**config.mk**
```make
export PLATFORM = sky130hd
export DESIGN_NAME = curb_regs
export DESIGN_NICKNAME = d
export VERILOG_FILES = /design/src/design/curb_pkg.sv /design/src/design/curb_regs.sv
export SDC_FILE = /design/constraint.sdc
export NUM_CORES = 1
export LEC_CHECK = 0
export BUFFER_PORTS_ARGS = -buffer_cell sky130_fd_sc_hd__buf_2
export CAP_MARGIN = 10
export CORE_MARGIN = 3
export CORE_UTILIZATION = 45
export CTS_BUF_LIST = sky130_fd_sc_hd__clkbuf_8
export CTS_CLUSTER_DIAMETER = 120
export DETAILED_ROUTE_END_ITERATION = 7
export MAX_ROUTING_LAYER = met4
export PLACE_DENSITY_LB_ADDON = 0.15
export SETUP_SLACK_MARGIN = 0.5
export SLEW_MARGIN = 10
export SYNTH_ARGS = -nofsm -noshare
export SYNTH_HDL_FRONTEND = slang
export SYNTH_SLANG_ARGS = --single-unit
export TNS_END_PERCENT = 100
```
**constraint.sdc**
```tcl
create_clock -name pclk -period 2.4 [get_ports pclk]
set_clock_uncertainty 0.1 [all_clocks]
set_input_delay 0.48 -clock pclk [delete_from_list [all_inputs] [get_ports pclk]]
set_output_delay 0.48 -clock pclk [all_outputs]
set_load 0.02 [all_outputs]
```
**src/design/curb_pkg.sv**
```systemverilog
package curb_pkg;
   // Register byte offsets within the window
   localparam logic [7:0] CURB_OFS_CONTROL      = 8'h00;
   localparam logic [7:0] CURB_OFS_CONFIG       = 8'h04;
   localparam logic [7:0] CURB_OFS_POWER        = 8'h08;
   localparam logic [7:0] CURB_OFS_INVALIDATE   = 8'h0c;
   localparam logic [7:0] CURB_OFS_FILT_START   = 8'h40;
   localparam logic [7:0] CURB_OFS_FILT_END     = 8'h44;
   localparam logic [7:0] CURB_OFS_SEC_ACCESS   = 8'h50;
   localparam logic [7:0] CURB_OFS_NS_ACCESS    = 8'h54;
   // Control register field positions
   localparam int CURB_CTL_ENABLE     = 0;
   localparam int CURB_CTL_FILTER     = 1;
   localparam int CURB_CTL_PARITY     = 2;
   localparam int CURB_CTL_SPEC_FILL  = 3;
   localparam int CURB_CTL_FORCE_DEV0 = 4;
   localparam int CURB_CTL_UNIT_STBY  = 5;
   localparam int CURB_CTL_IC_STBY    = 6;
   localparam int CURB_CTL_WIDTH      = 7;
   // Reset values
   localparam logic [31:0] CURB_RST_SEC_ACCESS = 32'h0000000f;
   localparam logic [31:0] CURB_RST_NS_ACCESS  = 32'h00000000;
   localparam logic [31:0] CURB_RST_POWER      = 32'h00000000;
   // Window: private region offsets 0x000-0x0fc belong to this bank
   localparam logic [12:8] CURB_WINDOW_PAGE = 5'h00;
   // Filter registers keep 1 MB granularity in bits [31:20]
   localparam int CURB_FILT_LSB = 20;
endpackage

```
**src/design/curb_regs.sv**
```systemverilog
// Added by the designer: the APB register port.
`timescale 1ns/100ps
// Summary of operation
// - All writable registers take byte writes; all reset by the coherency unit reset.
// - Offsets decode relative to private region base bits [31:13].
// - Writes to guarded registers need bit 0 of the secure access control register.
// - Configuration supports one to four cores with bus master connections.
// - Level-one data caches of attached cores are kept coherent.
// - Instruction cache coherency is left to software.
// - Core level-two requests are arbitrated and issued on master port.
// - Control holds linefill, port-zero, standby, parity, filter, unit enables.
// - Control bit 6 enables interrupt controller clock gating.
// - Control bit 5 enables coherency unit clock gating.
// - Control bit 3 enables speculative linefills.
// - Filter start/end reset to filter start/end inputs.
// - Idle output shows the coherency unit has no activity.
// - Device accesses are steered by the filter window when enabled.
// - Invalidate-all register is secure, write-only at 0x0c, reads zero.
// - Filter enable bit resets to filter enable input sampled at reset release.
// - Accelerator ready outputs held low while unit clock is gated.
// - Accelerator port cannot access registers of the private region.

// Register map, byte offsets inside the window
// 0x00 control            RW, guarded by the access control enables
// 0x04 configuration      RO, core count and per-core wait flags
// 0x08 power status       RW, guarded, plain word reset to zero
// 0x0c invalidate all     WO, secure only, always reads zero
// 0x40 filter start       RW, guarded, kept at 1 MB granularity
// 0x44 filter end         RW, guarded, kept at 1 MB granularity
// 0x50 secure access      RW from secure state, read-only otherwise
// 0x54 non-secure access  RW from secure state, read-only otherwise
//
// Control fields
// bit 0 unit enable, bit 1 address filtering, bit 2 RAM parity
// bit 3 speculative linefills, bit 4 device requests to port zero
// bit 5 unit standby, bit 6 interrupt controller standby
//
// Configuration fields
// bits [1:0] core count minus one, bits [7:4] per-core wait flags
//
// Invalidate: byte lane c with any bit set pulses core c for one cycle.
// Filter window: start inclusive, end exclusive.
// Reset: filter registers and the filter enable load from their inputs
// on the first clock edge after reset release.
// Non-secure writes need bit 0 of both access control registers.
// Accelerator port and out-of-window accesses answer with a slave error.
// Unused offsets in the window read zero and drop writes.
// Idle output: registered, one cycle behind the busy and request inputs.
// Clock stop: all state sits in flops with no timers, so a stopped clock
// simply freezes the bank.
// Bus timing: zero wait states, read data registered in the setup cycle,
// so a read never stalls the core that issued it.
// Limitation: bit 0 of each access control register guards every register,
// so software cannot unlock one register without the others.
// Hazard: clearing secure access bit 0 locks the bank until the next reset.
module curb_regs
   import curb_pkg::*;
#(
   parameter int NUM_CORES = 4
)
(
   input  wire logic        pclk,
   input  wire logic        presetn,
   input  wire logic        psel,
   input  wire logic        penable,
   input  wire logic        pwrite,
   input  wire logic [31:0] paddr,
   input  wire logic [31:0] pwdata,
   input  wire logic [3:0]  pstrb,
   input  wire logic [2:0]  pprot,
   output logic      [31:0] prdata,
   output logic             pready,
   output logic             pslverr,
   input  wire logic [31:0] private_region_base,
   input  wire logic        acp_access,
   input  wire logic [31:0] filter_start_input,
   input  wire logic [31:0] filter_end_input,
   input  wire logic        filter_enable_input,
   input  wire logic [NUM_CORES-1:0] core_wfi,
   input  wire logic        acp_request,
   input  wire logic        unit_busy,
   input  wire logic        device_access,
   input  wire logic [31:0] device_addr,
   output logic             device_to_filter_port,
   output logic             device_force_port0,
   output logic             speculative_fill_en,
   output logic             parity_en,
   output logic             unit_enable,
   output logic             unit_clock_gated,
   output logic             ic_standby_en,
   output logic             acp_ready_enable,
   output logic             coherency_idle_out,
   output logic [NUM_CORES-1:0] invalidate_pulse
);

   // Refuse configurations the decode cannot serve
   initial
   begin
      if (NUM_CORES < 1 || NUM_CORES > 4)
         $error("NUM_CORES must be 1 to 4");
      if (CURB_FILT_LSB < 1 || CURB_FILT_LSB > 31)
         $error("filter granularity out of range");
      if (CURB_CTL_WIDTH > 8)
         $error("control register wider than one byte lane");
   end

   // Register state; retained while pclk stands still
   logic [CURB_CTL_WIDTH-1:0] control;
   logic [31:0]               power_status;
   logic [31:0]               filt_start;
   logic [31:0]               filt_end;
   logic [3:0]                sec_access;
   logic [11:0]               ns_access;
   logic                      reset_seen;
   logic                      unit_idle_q;

   // Byte-lane merge shared by every writable register except invalidate-all
   function automatic logic [31:0] merge(input logic [31:0] old, input logic [31:0] nw,
                                         input logic [3:0] strb);
      logic [31:0] r;
      r = old;
      for (int i = 0; i < 4; i++)
      begin
         if (strb[i])
            r[8*i +: 8] = nw[8*i +: 8];
      end
      return r;
   endfunction

   // Keeps the upper address bits of a filter boundary, clearing the rest
   function automatic logic [31:0] filter_align(input logic [31:0] a);
      logic [31:0] r;
      r = a;
      r[CURB_FILT_LSB-1:0] = '0;
      return r;
   endfunction

   // Write permission for a guarded register: secure needs the secure
   // enable, non-secure also needs the non-secure enable
   function automatic logic may_write(input logic sec, input logic secure_access_control, input logic nsac);
      return secure_access_control && (sec || nsac);
   endfunction

   // Address decode against the private region base
   wire         in_region  = (paddr[31:13] == private_region_base[31:13]);
   wire         in_window  = in_region && (paddr[12:8] == CURB_WINDOW_PAGE);
   wire  [7:0]  offset     = {paddr[7:2], 2'b00};
   wire         secure     = !pprot[1];
   // Bus phases: read data is picked in setup, writes land in access
   wire         setup_ph   = psel && !penable;
   wire         access_ph  = psel && penable;
   wire         access     = access_ph && !acp_access && in_window;
   wire         wr         = access && pwrite;
   wire         refused    = access_ph && (acp_access || !in_window);

   // Per-register hit
   wire hit_ctl  = offset == CURB_OFS_CONTROL;
   wire hit_cfg  = offset == CURB_OFS_CONFIG;
   wire hit_pwr  = offset == CURB_OFS_POWER;
   wire hit_inv  = offset == CURB_OFS_INVALIDATE;
   wire hit_fs   = offset == CURB_OFS_FILT_START;
   wire hit_fe   = offset == CURB_OFS_FILT_END;
   wire hit_sac  = offset == CURB_OFS_SEC_ACCESS;
   wire hit_nsac = offset == CURB_OFS_NS_ACCESS;

   // Write permission: secure needs the access control bit; non-secure also needs
   // the matching non-secure bit
   wire sac_ok   = sec_access[0];
   wire nsac_ok  = ns_access[0];
   wire wr_ok    = may_write(secure, sac_ok, nsac_ok);
   wire wr_ctl   = wr && hit_ctl && wr_ok;
   wire wr_pwr   = wr && hit_pwr && wr_ok;
   wire wr_fs    = wr && hit_fs  && wr_ok;
   wire wr_fe    = wr && hit_fe  && wr_ok;
   wire wr_inv   = wr && hit_inv && secure && sac_ok;
   wire wr_sac   = wr && hit_sac && secure && sac_ok;
   wire wr_nsac  = wr && hit_nsac && secure && sac_ok;

   // Registers narrower than a word, padded with zeros for read and merge
   wire [31:0] ctl_word  = {25'h0, control};
   wire [31:0] sac_word  = {28'h0, sec_access};
   wire [31:0] nsac_word = {20'h0, ns_access};

   // Merged write values, byte accessible
   wire [31:0] ctl_merged  = merge(ctl_word, pwdata, pstrb);
   wire [31:0] pwr_merged  = merge(power_status, pwdata, pstrb);
   wire [31:0] fs_merged   = merge(filt_start, pwdata, pstrb);
   wire [31:0] fe_merged   = merge(filt_end, pwdata, pstrb);
   wire [31:0] sac_merged  = merge(sac_word, pwdata, pstrb);
   wire [31:0] nsac_merged = merge(nsac_word, pwdata, pstrb);

   // Configuration word: core count minus one, and per-core wfi flags
   // Cores that are not built read as running, never as waiting
   wire [1:0]  core_count  = 2'(NUM_CORES - 1);
   wire [3:0]  wfi_nibble  = 4'(core_wfi);
   wire [31:0] config_word = {24'h0, wfi_nibble, 2'b00, core_count};

   // Read mux; invalidate and unused offsets read zero
   // Order does not matter: the hit wires are one-hot by construction
   wire [31:0] read_value =
      hit_ctl  ? ctl_word :
      hit_cfg  ? config_word :
      hit_pwr  ? power_status :
      hit_fs   ? filt_start :
      hit_fe   ? filt_end :
      hit_sac  ? sac_word :
      hit_nsac ? nsac_word :
                 32'h00000000;

   // Reset then filter defaults are loaded on the first edge after release, since an
   // async reset may not load a port value; the first bus setup can only
   // come one edge later, so software never sees the zeros
   always_ff @(posedge pclk or negedge presetn)
   begin
      if (!presetn)
         reset_seen <= 1'b0;
      else
         reset_seen <= 1'b1;
   end

   // Control register
   always_ff @(posedge pclk or negedge presetn)
   begin
      if (!presetn)
         control <= '0;
      else if (!reset_seen)
         control[CURB_CTL_FILTER] <= filter_enable_input;
      else if (wr_ctl)
         control <= ctl_merged[CURB_CTL_WIDTH-1:0];
   end

   // Filter window start, kept at 1 MB granularity
   always_ff @(posedge pclk or negedge presetn)
   begin
      if (!presetn)
         filt_start <= '0;
      else if (!reset_seen)
         filt_start <= filter_align(filter_start_input);
      else if (wr_fs)
         filt_start <= filter_align(fs_merged);
   end

   // Filter window end, same granularity as the start
   always_ff @(posedge pclk or negedge presetn)
   begin
      if (!presetn)
         filt_end <= '0;
      else if (!reset_seen)
         filt_end <= filter_align(filter_end_input);
      else if (wr_fe)
         filt_end <= filter_align(fe_merged);
   end

   // Power status, plain word
   always_ff @(posedge pclk or negedge presetn)
   begin
      if (!presetn)
         power_status <= CURB_RST_POWER;
      else if (wr_pwr)
         power_status <= pwr_merged;
   end

   // Secure access control; only its bit 0 gates writes
   always_ff @(posedge pclk or negedge presetn)
   begin
      if (!presetn)
         sec_access <= CURB_RST_SEC_ACCESS[3:0];
      else if (wr_sac)
         sec_access <= sac_merged[3:0];
   end

   // Non-secure access control; non-secure writes never reach it
   always_ff @(posedge pclk or negedge presetn)
   begin
      if (!presetn)
         ns_access <= CURB_RST_NS_ACCESS[11:0];
      else if (wr_nsac)
         ns_access <= nsac_merged[11:0];
   end

   // Invalidate-all: one-cycle pulse per core whose byte has any bit set
   // Lanes of cores that are not built are ignored
   always_ff @(posedge pclk or negedge presetn)
   begin
      if (!presetn)
         invalidate_pulse <= '0;
      else
      begin
         for (int c = 0; c < NUM_CORES; c++)
            invalidate_pulse[c] <= wr_inv && pstrb[c] && (pwdata[8*c +: 8] != 8'h00);
      end
   end

   // Idle and clock gating: gated only when all cores wait and nothing is pending.
   // A core leaving its wait state ungates at once, as the gate term is
   // combinational on the wait flags
   wire all_wfi   = &core_wfi;
   wire next_idle = !unit_busy && !acp_request;
   // Idle is registered to keep glitches of the busy inputs off the pin
   always_ff @(posedge pclk or negedge presetn)
   begin
      if (!presetn)
         unit_idle_q <= 1'b0;
      else
         unit_idle_q <= next_idle;
   end

   // APB answer: zero wait states; refused and region misses flag an error
   always_ff @(posedge pclk or negedge presetn)
   begin
      if (!presetn)
         prdata <= '0;
      // Loading in setup lets the access phase answer with no wait state
      else if (setup_ph && !pwrite)
         prdata <= read_value;
   end

   assign pready  = 1'b1;
   assign pslverr = refused;

   // Control outputs into the coherency datapath
   assign unit_enable         = control[CURB_CTL_ENABLE];
   assign parity_en           = control[CURB_CTL_PARITY];
   assign speculative_fill_en = control[CURB_CTL_SPEC_FILL];
   assign device_force_port0  = control[CURB_CTL_FORCE_DEV0];
   // Standby enables; the unit gate also needs every core waiting
   assign ic_standby_en       = control[CURB_CTL_IC_STBY];
   assign unit_clock_gated    = control[CURB_CTL_UNIT_STBY] && all_wfi && unit_idle_q;
   assign acp_ready_enable    = !unit_clock_gated;
   assign coherency_idle_out  = unit_idle_q;

   // Filter steering of device accesses, inclusive start, exclusive end
   wire above_start = device_addr >= filt_start;
   wire below_end   = device_addr < filt_end;
   // An empty or inverted window steers nothing
   assign device_to_filter_port = control[CURB_CTL_FILTER] && device_access
                                  && above_start && below_end;

endmodule

```
==> results of run 1 <==
## state kept, by name, indices dropped and copies added (netlist names)
register            count
sec_access              4
invalidate_pulse        4
reset_seen              1
power_status           32
prdata                 32
filt_start             12
ns_access              12
control                 7
coherency_idle_out      1
filt_end               12
## repair_timing
item / CTS / global route
pin swaps: 28 / 26
gates cloned: 0 / 0
hold endpoints to repair: 35 / 0
endpoints found under the setup margin: 87 / 91
setup buffers: 11 / 6
resized for setup: 131 / 27
hold buffers: 1 / 0
## worst max-delay path by stage
| stage | end | slack, ps |
|---|---|---|
| 4_1_cts | device_to_filter_port | -660 |
| 2_1_floorplan | device_to_filter_port | -110 |
| 5_1_grt | device_to_filter_port | -790 |
| 3_5_place_dp | device_to_filter_port | -530 |
| 6_report | device_to_filter_port | -630 |
| 3_3_place_gp | device_to_filter_port | -490 |
## layout make-up
cell class	instances	area (um2)	share of cell area, %
Tap cell	172	215	2.34
Timing Repair Buffer	270	1740	19.0
Clock buffer	23	317	3.45
Inverter	44	165	1.80
Multi-Input combinational cell	383	3660	39.9
Clock inverter	9	146	1.59
Sequential cell	117	2930	32.0
## synth_stat cells (all sizes together) (2+ instances only)
cell	count	area [um2]
dfrtp	113	2830
nand2	61	229
mux2	54	608
inv	44	165
nand3	33	170
o21ai	32	160
ha	23	288
clkbuf	18	67.6
nor4	18	128
o221ai	17	149
xor2	16	140
a222oi	14	140
a21oi	13	65.1
buf	10	58.8
nand4	10	87.6
nor2	10	37.5
a22o	8	70.1
o311ai	8	70.1
a22oi	7	52.6
and3	7	43.8
or4	6	45.0
a21o	5	37.5
nor3	5	47.5
dfstp	4	105
mux2i	3	30.0
nand2b	3	18.8
nor2b	3	18.8
nor4b	3	26.3
xnor2	3	26.3
a2111oi	2	17.5
a221o	2	20.0
and4	2	17.5
o21a	2	15.0
or3	2	12.5
## cells by family after synthesis
family | share of synthesized area (%)
and+or+nand+nor | 15.1
xor gates and xnor gates | 2.74
buffers and inverters | 4.80
DFF | 48.3
other | 0.0618
adders and majority gates | 4.74
muxes | 10.5
AOI/OAI and AO/OA | 13.7
## layer usage
| layer | GRT usage [%] | wire [um] |
|---|---|---|
| met5 | - | 0 |
| met4 | 8.89 | 360 |
| met3 | 6.41 | 1180 |
| met2 | 46.8 | 10100 |
| met1 | 31.6 | 7750 |
## stage by stage
step / hold WS (ps) / utilization (%) / TNS [ps] / cell area (um2)
final: 93.9 / 71.0 / -631 / 9180
after global routing: 58.4 / 71.0 / -851 / 9180
after CTS: 68.8 / 69.5 / -683 / 8980
after detailed placement: 368 / 60.6 / -13980 / 7830
after global placement: 358 / 60.6 / -11590 / 7830
after floorplan: 84.4 / - / -643 / 6290
## power by group through the flow
stage,combinational (uW),clock (uW),sequential [uW]
2_1_floorplan,242,0,2080
3_3_place_gp,550,0,2090
3_5_place_dp,575,0,2090
4_1_cts,626,2110,2060
5_1_grt,719,2210,2060
6_report,650,2080,2060
## placed cells by master (no fill, tap or decap), types with 5 or more instances in the layout
master,instances
nand3_2,20
nand4_1,6
and3_4,5
o221ai_2,17
a22oi_1,7
buf_4,47
nor2_1,8
inv_1,43
clkbuf_8,23
a222oi_1,14
nand2_1,59
a22o_1,8
ha_1,22
o21ai_0,30
buf_6,21
dfrtp_1,112
xor2_1,16
a21oi_1,12
buf_2,192
a21o_1,5
nor4_1,13
nand3_4,9
o311ai_2,5
mux2_4,54
buf_12,9
==> key figures, run 1 <==
Timing
  – Final WS setup: -631 ps
  – Post-layout minimum cycle time: 3030 ps
  – Final hold violations: 0
  – Worst-Margin Slew: 624 ps
  – Final Max Tran Viols: 0
  – # setup viols final: 1
  – Tcrit/Tclk final: 126%
  – Fmax: 330 MHz
  – RSZ-0062 raised after global routing: true
  – Slew HR: 58.3%

Floorplan
  – Die Area: 14,900 um2
  – Ports: 260
  – Core area: 12,900 um2
  – Initial core utilization: 47.0%
  – Row Count: 41
  – Die H: 122 um
  – Die X: 122 um

Clocking
  – Clock Latency Late Sink: 430 ps
  – Clock root buffer master: clkbuf_8
  – TritonCTS buffer count: 17
  – CTS tree: built
  – Clock slew at reported path FFs: 70 ps
  – Htree depth: 4
  – Clock tree buffer depth: 2
  – CTS Sinks: 117

Synthesis
  – Post-synthesis cell area: 6070 um2
  – Prevailing post-synth register cell: dfrtp_1
  – Async SR Flop Fraction: 100%
  – Register area share after synthesis: 48.3%
  – YS warnings: 0
  – Synth Area per Inst: 10.6 um2
  – Count of different cell masters after synthesis: 50
  – Post-Syn Instances: 571
  – Post-synth EDFFs: 0
  – Yosys reg bits: 117

Setup path
  – Crit path required time: 1820 ps
  – Peak per-stage delay on the critical path: 410 ps
  – Reg2reg start: sec_access[0]
  – Setup slack, reg-to-reg: 250 ps
  – Worst-path fanout max: 2
  – Worst Setup Start Kind: register
  – Crit path from: filt_start[20]
  – Setup crit end kind: primary output
  – Buffers and inverters on the worst path: 1
  – Critical-path cell list: ha_1, nor4b_2, nand4_1, o41ai_2, a21oi_1, o21a_1, a2111oi_4, buf_4
  – CP top delay family: compound AO/OA/AOI/OAI gates
  – Cell count of the worst reg-to-reg path: 7
  – Setup CP Type: register to primary output
  – Worst R2R End: filt_end[26]
  – Worst EP arrival: 2450 ps
  – Instance count on the critical path: 8
  – Worst path slowest cell: dfrtp_1

Flow run
  – Max-cap violations: 0

GRT
  – Largest net degree at the start of global routing: 39
  – Vias in the first global route: 6,186
  – Global-route wire length before repair: 30,600 um
  – Initial antenna violation count: 0
  – GR Util All Layers: 27.2%
  – Grt total ovfl: 0

Detailed routing
  – WL final: 19,400 um
  – Via count: 5,672
  – Initial DRC count: 397
  – DRC viols: 0
  – Routed len/inst: 19.1 um
  – Pre-antenna DRT Iters: 5
  – Routed Antenna Nets: 0
  – Drt via density: 5.57

Pwr
  – Peak supply drop: 0.323 mV
  – Switching Fraction: 24.8%
  – P_leak: 0.00462 uW
  – Part of the power in combinational logic: 13.6%
  – Clock Power Share: 43.4%
  – Total power: 4790 uW
  – Int Power: 3600 uW
  – Sw power: 1190 uW
  – Seq pwr share: 43.0%
  – Cell area power density: 522 nW/um2

Final layout
  – Area growth, synth to finish: 51.2%
  – # fillers: 972
  – Share of cells above drive strength 1: 53.4%
  – Antenna cells: 0
  – Nets: 1,069
  – Final std cells w/o fill: 1,018

Placement
  – Post-Place Cells: 968
  – Routability cong.: 0.881
  – Pre-CTS setup slack: -529 ps
  – I/O Buffers: 201
  – Final HPWL from detailed placement: 14,000 um

Worst hold path
  – Hold path start: unit_busy
  – Worst hold-check path type: input port to register
  – Hold Path Sink: coherency_idle_out
  – WHS Path Cells: 2

Run status
  – Violated checks: negative setup slack
  – Status: finished, violations left
Note: power is estimated with default switching activity, not from simulation.
==> run 2: changes to the inputs <==
REMOVE_ABC_BUFFERS = 1   (was default)
==> run 2 against run 1 <==
  * The run still ends with negative setup slack left
  * Sequential power hardly changed
  * Sequential share of layout area hardly changed
  * Hold slack worse by 13 ps
  * Via count is 2.2% higher
  * Die area stayed put
  * Critical path type unchanged
  * Largest cell class unchanged
  * Largest power group is now sequential cells
==> key figures, run 2 (synthesis results as in run 1) <==
Run status
  – Status: finished, violations left (unchanged)
  – Violated checks: negative setup slack (unchanged)

Timing
  – Post-layout minimum cycle time: 2990 ps (was 3030 ps)
  – # setup viols final: 1 (unchanged)
  – Final Max Tran Viols: 0 (unchanged)
  – Fmax: 334 MHz (was 330 MHz)
  – Final hold violations: 0 (unchanged)
  – RSZ-0062 raised after global routing: true (unchanged)
  – Tcrit/Tclk final: 125% (was 126%)
  – Slew HR: 42.1% (was 58.3%)
  – Worst-Margin Slew: 868 ps (was 624 ps)
  – Final WS setup: -595 ps (was -631 ps)

Floorplan
  – Die X: 122 um (unchanged)
  – Die Area: 14,900 um2 (unchanged)
  – Initial core utilization: 47.0% (unchanged)
  – Core area: 12,900 um2 (unchanged)
  – Row Count: 41 (unchanged)
  – Die H: 122 um (unchanged)
  – Ports: 260 (unchanged)

Placement
  – Routability cong.: 0.918 (was 0.881)
  – I/O Buffers: 201 (unchanged)
  – Post-Place Cells: 965 (was 968)
  – Placed cell area: 7600 um2 (was 7830 um2)
  – Final HPWL from detailed placement: 13,300 um (was 14,000 um)

Worst hold path
  – WHS Path Cells: 2 (unchanged)
  – Hold path start: unit_busy (unchanged)
  – Worst hold-check path type: input port to register (unchanged)
  – Hold Path Sink: coherency_idle_out (unchanged)

Detailed routing
  – Routed len/inst: 18.8 um (was 19.1 um)
  – Routed Antenna Nets: 0 (unchanged)
  – Drt via density: 5.67 (was 5.57)
  – Pre-antenna DRT Iters: 7 (was 5)
  – Initial DRC count: 424 (was 397)
  – WL final: 19,200 um (was 19,400 um)
  – Via count: 5,795 (was 5,672)
  – DRC viols: 0 (unchanged)

Setup path
  – Setup CP Type: register to primary output (unchanged)
  – Critical-path cell list: ha_1, nor4b_2, nand4_1, o41ai_2, a21oi_2, o21a_1, a2111oi_4, buf_4 (was ha_1, nor4b_2, nand4_1, o41ai_2, a21oi_1, o21a_1, a2111oi_4, buf_4)
  – Cell count of the worst reg-to-reg path: 8 (was 7)
  – Buffers and inverters on the worst path: 1 (unchanged)
  – Peak per-stage delay on the critical path: 400 ps (was 410 ps)
  – Worst path slowest cell: dfrtp_1 (unchanged)
  – Setup crit end kind: primary output (unchanged)
  – Reg2reg start: sec_access[0] (unchanged)
  – Worst Setup Start Kind: register (unchanged)
  – CP top delay family: compound AO/OA/AOI/OAI gates (unchanged)
  – Crit path required time: 1820 ps (about the same)
  – Worst R2R End: filt_end[29] (was filt_end[26])
  – Worst EP arrival: 2410 ps (was 2450 ps)
  – Worst-path fanout max: 2 (unchanged)
  – Setup slack, reg-to-reg: 240 ps (was 250 ps)

Final layout
  – # fillers: 932 (was 972)
  – Share of cells above drive strength 1: 52.9% (was 53.4%)
  – Area growth, synth to finish: 50.9% (was 51.2%)
  – Post-layout util: 70.9% (was 71.0%)
  – Nets: 1,074 (was 1,069)
  – Final Instance Area: 9160 um2 (was 9180 um2)
  – Most common cell after layout, fill and taps aside: buf_2 (unchanged)
  – Final std cells w/o fill: 1,022 (was 1,018)
  – Most frequent cells in the layout: buf_2, dfrtp_1, nand2_1 (unchanged)
  – Biggest regs: power_status (32), prdata (32) (unchanged)

Flow run
  – Max-cap violations: 0 (unchanged)

Clocking
  – Clock slew at reported path FFs: 60 ps (was 70 ps)
  – Clock tree buffer depth: 2 (unchanged)
  – Clock Latency Late Sink: 440 ps (was 430 ps)
  – CTS tree: built (unchanged)
  – CTS Sinks: 117 (unchanged)
  – Htree depth: 4 (unchanged)
  – TritonCTS buffer count: 17 (unchanged)
  – Clock root buffer master: clkbuf_8 (unchanged)

GRT
  – Initial antenna violation count: 1 (was 0)
  – GR Util All Layers: 26.7% (was 27.2%)
  – Largest net degree at the start of global routing: 53 (was 39)
  – Global-route wire length before repair: 29,900 um (was 30,600 um)
  – Grt total ovfl: 0 (unchanged)
  – Vias in the first global route: 5,962 (was 6,186)

Pwr
  – Peak supply drop: 0.330 mV (was 0.323 mV)
  – Cell area power density: 469 nW/um2 (was 522 nW/um2)
  – P_leak: 0.00461 uW (was 0.00462 uW)
  – Total power: 4300 uW (was 4790 uW)
-- run 2: metal layers --
layer	vias up	wire (um)	GRT usage [%]	share of wire (%)
li1	2665	-	-	-
met1	2846	7730	33.4	40
met2	249	9750	43.2	51
met3	35	1400	6.45	7.3
met4	0	316	7.84	1.6
met5	-	0	-	0
-- run 2: layout make-up --
class	count	area (um2)	area share, %
sequential	117	2930	32.0
clock inverter	10	68.8	0.751
antenna	1	2.50	0.0273
multi-input combinational	383	3690	40.3
timing repair buffer	275	1810	19.8
inverter	44	165	1.80
tap	172	215	2.35
clock buffer	20	275	3.00
-- run 2: timing repair --
action                                 4_1_cts  5_1_grt
hold buffers                                 1        0
gates resized for setup                    176       39
buffers inserted                            13       11
pin swaps                                   27       26
setup endpoints to repair                   86       99
cloned                                       1        0
endpoints found under the hold margin       42        0
-- run 2: per-stage QoR --
stage,worst slack (ps),TNS (ps),hold WS [ps]
floorplan,-789,-27420,84.4
global placement,-443,-9140,358
detailed placement,-581,-12370,368
CTS,-606,-606,59.0
global route,-748,-785,52.4
finish,-595,-595,81.2
-- run 2: where the power goes --
part	switching, uW	internal (uW)
Sequential	42.4	2020
Clock	724	860
Combinational	355	299
Total	1120	3180
-- run 2: worst max path at each step --
stage                                        to             from  cells after the start  slack [ps]
final                     device_to_filter_port   filt_start[20]                      8        -590
after floorplan           device_to_filter_port  device_addr[20]                      8        -790
after detailed placement  device_to_filter_port  device_addr[21]                      9        -580
after global placement    device_to_filter_port  device_addr[20]                     10        -440
after CTS                 device_to_filter_port   filt_start[20]                      8        -610
after global routing      device_to_filter_port   filt_start[21]                      9        -750
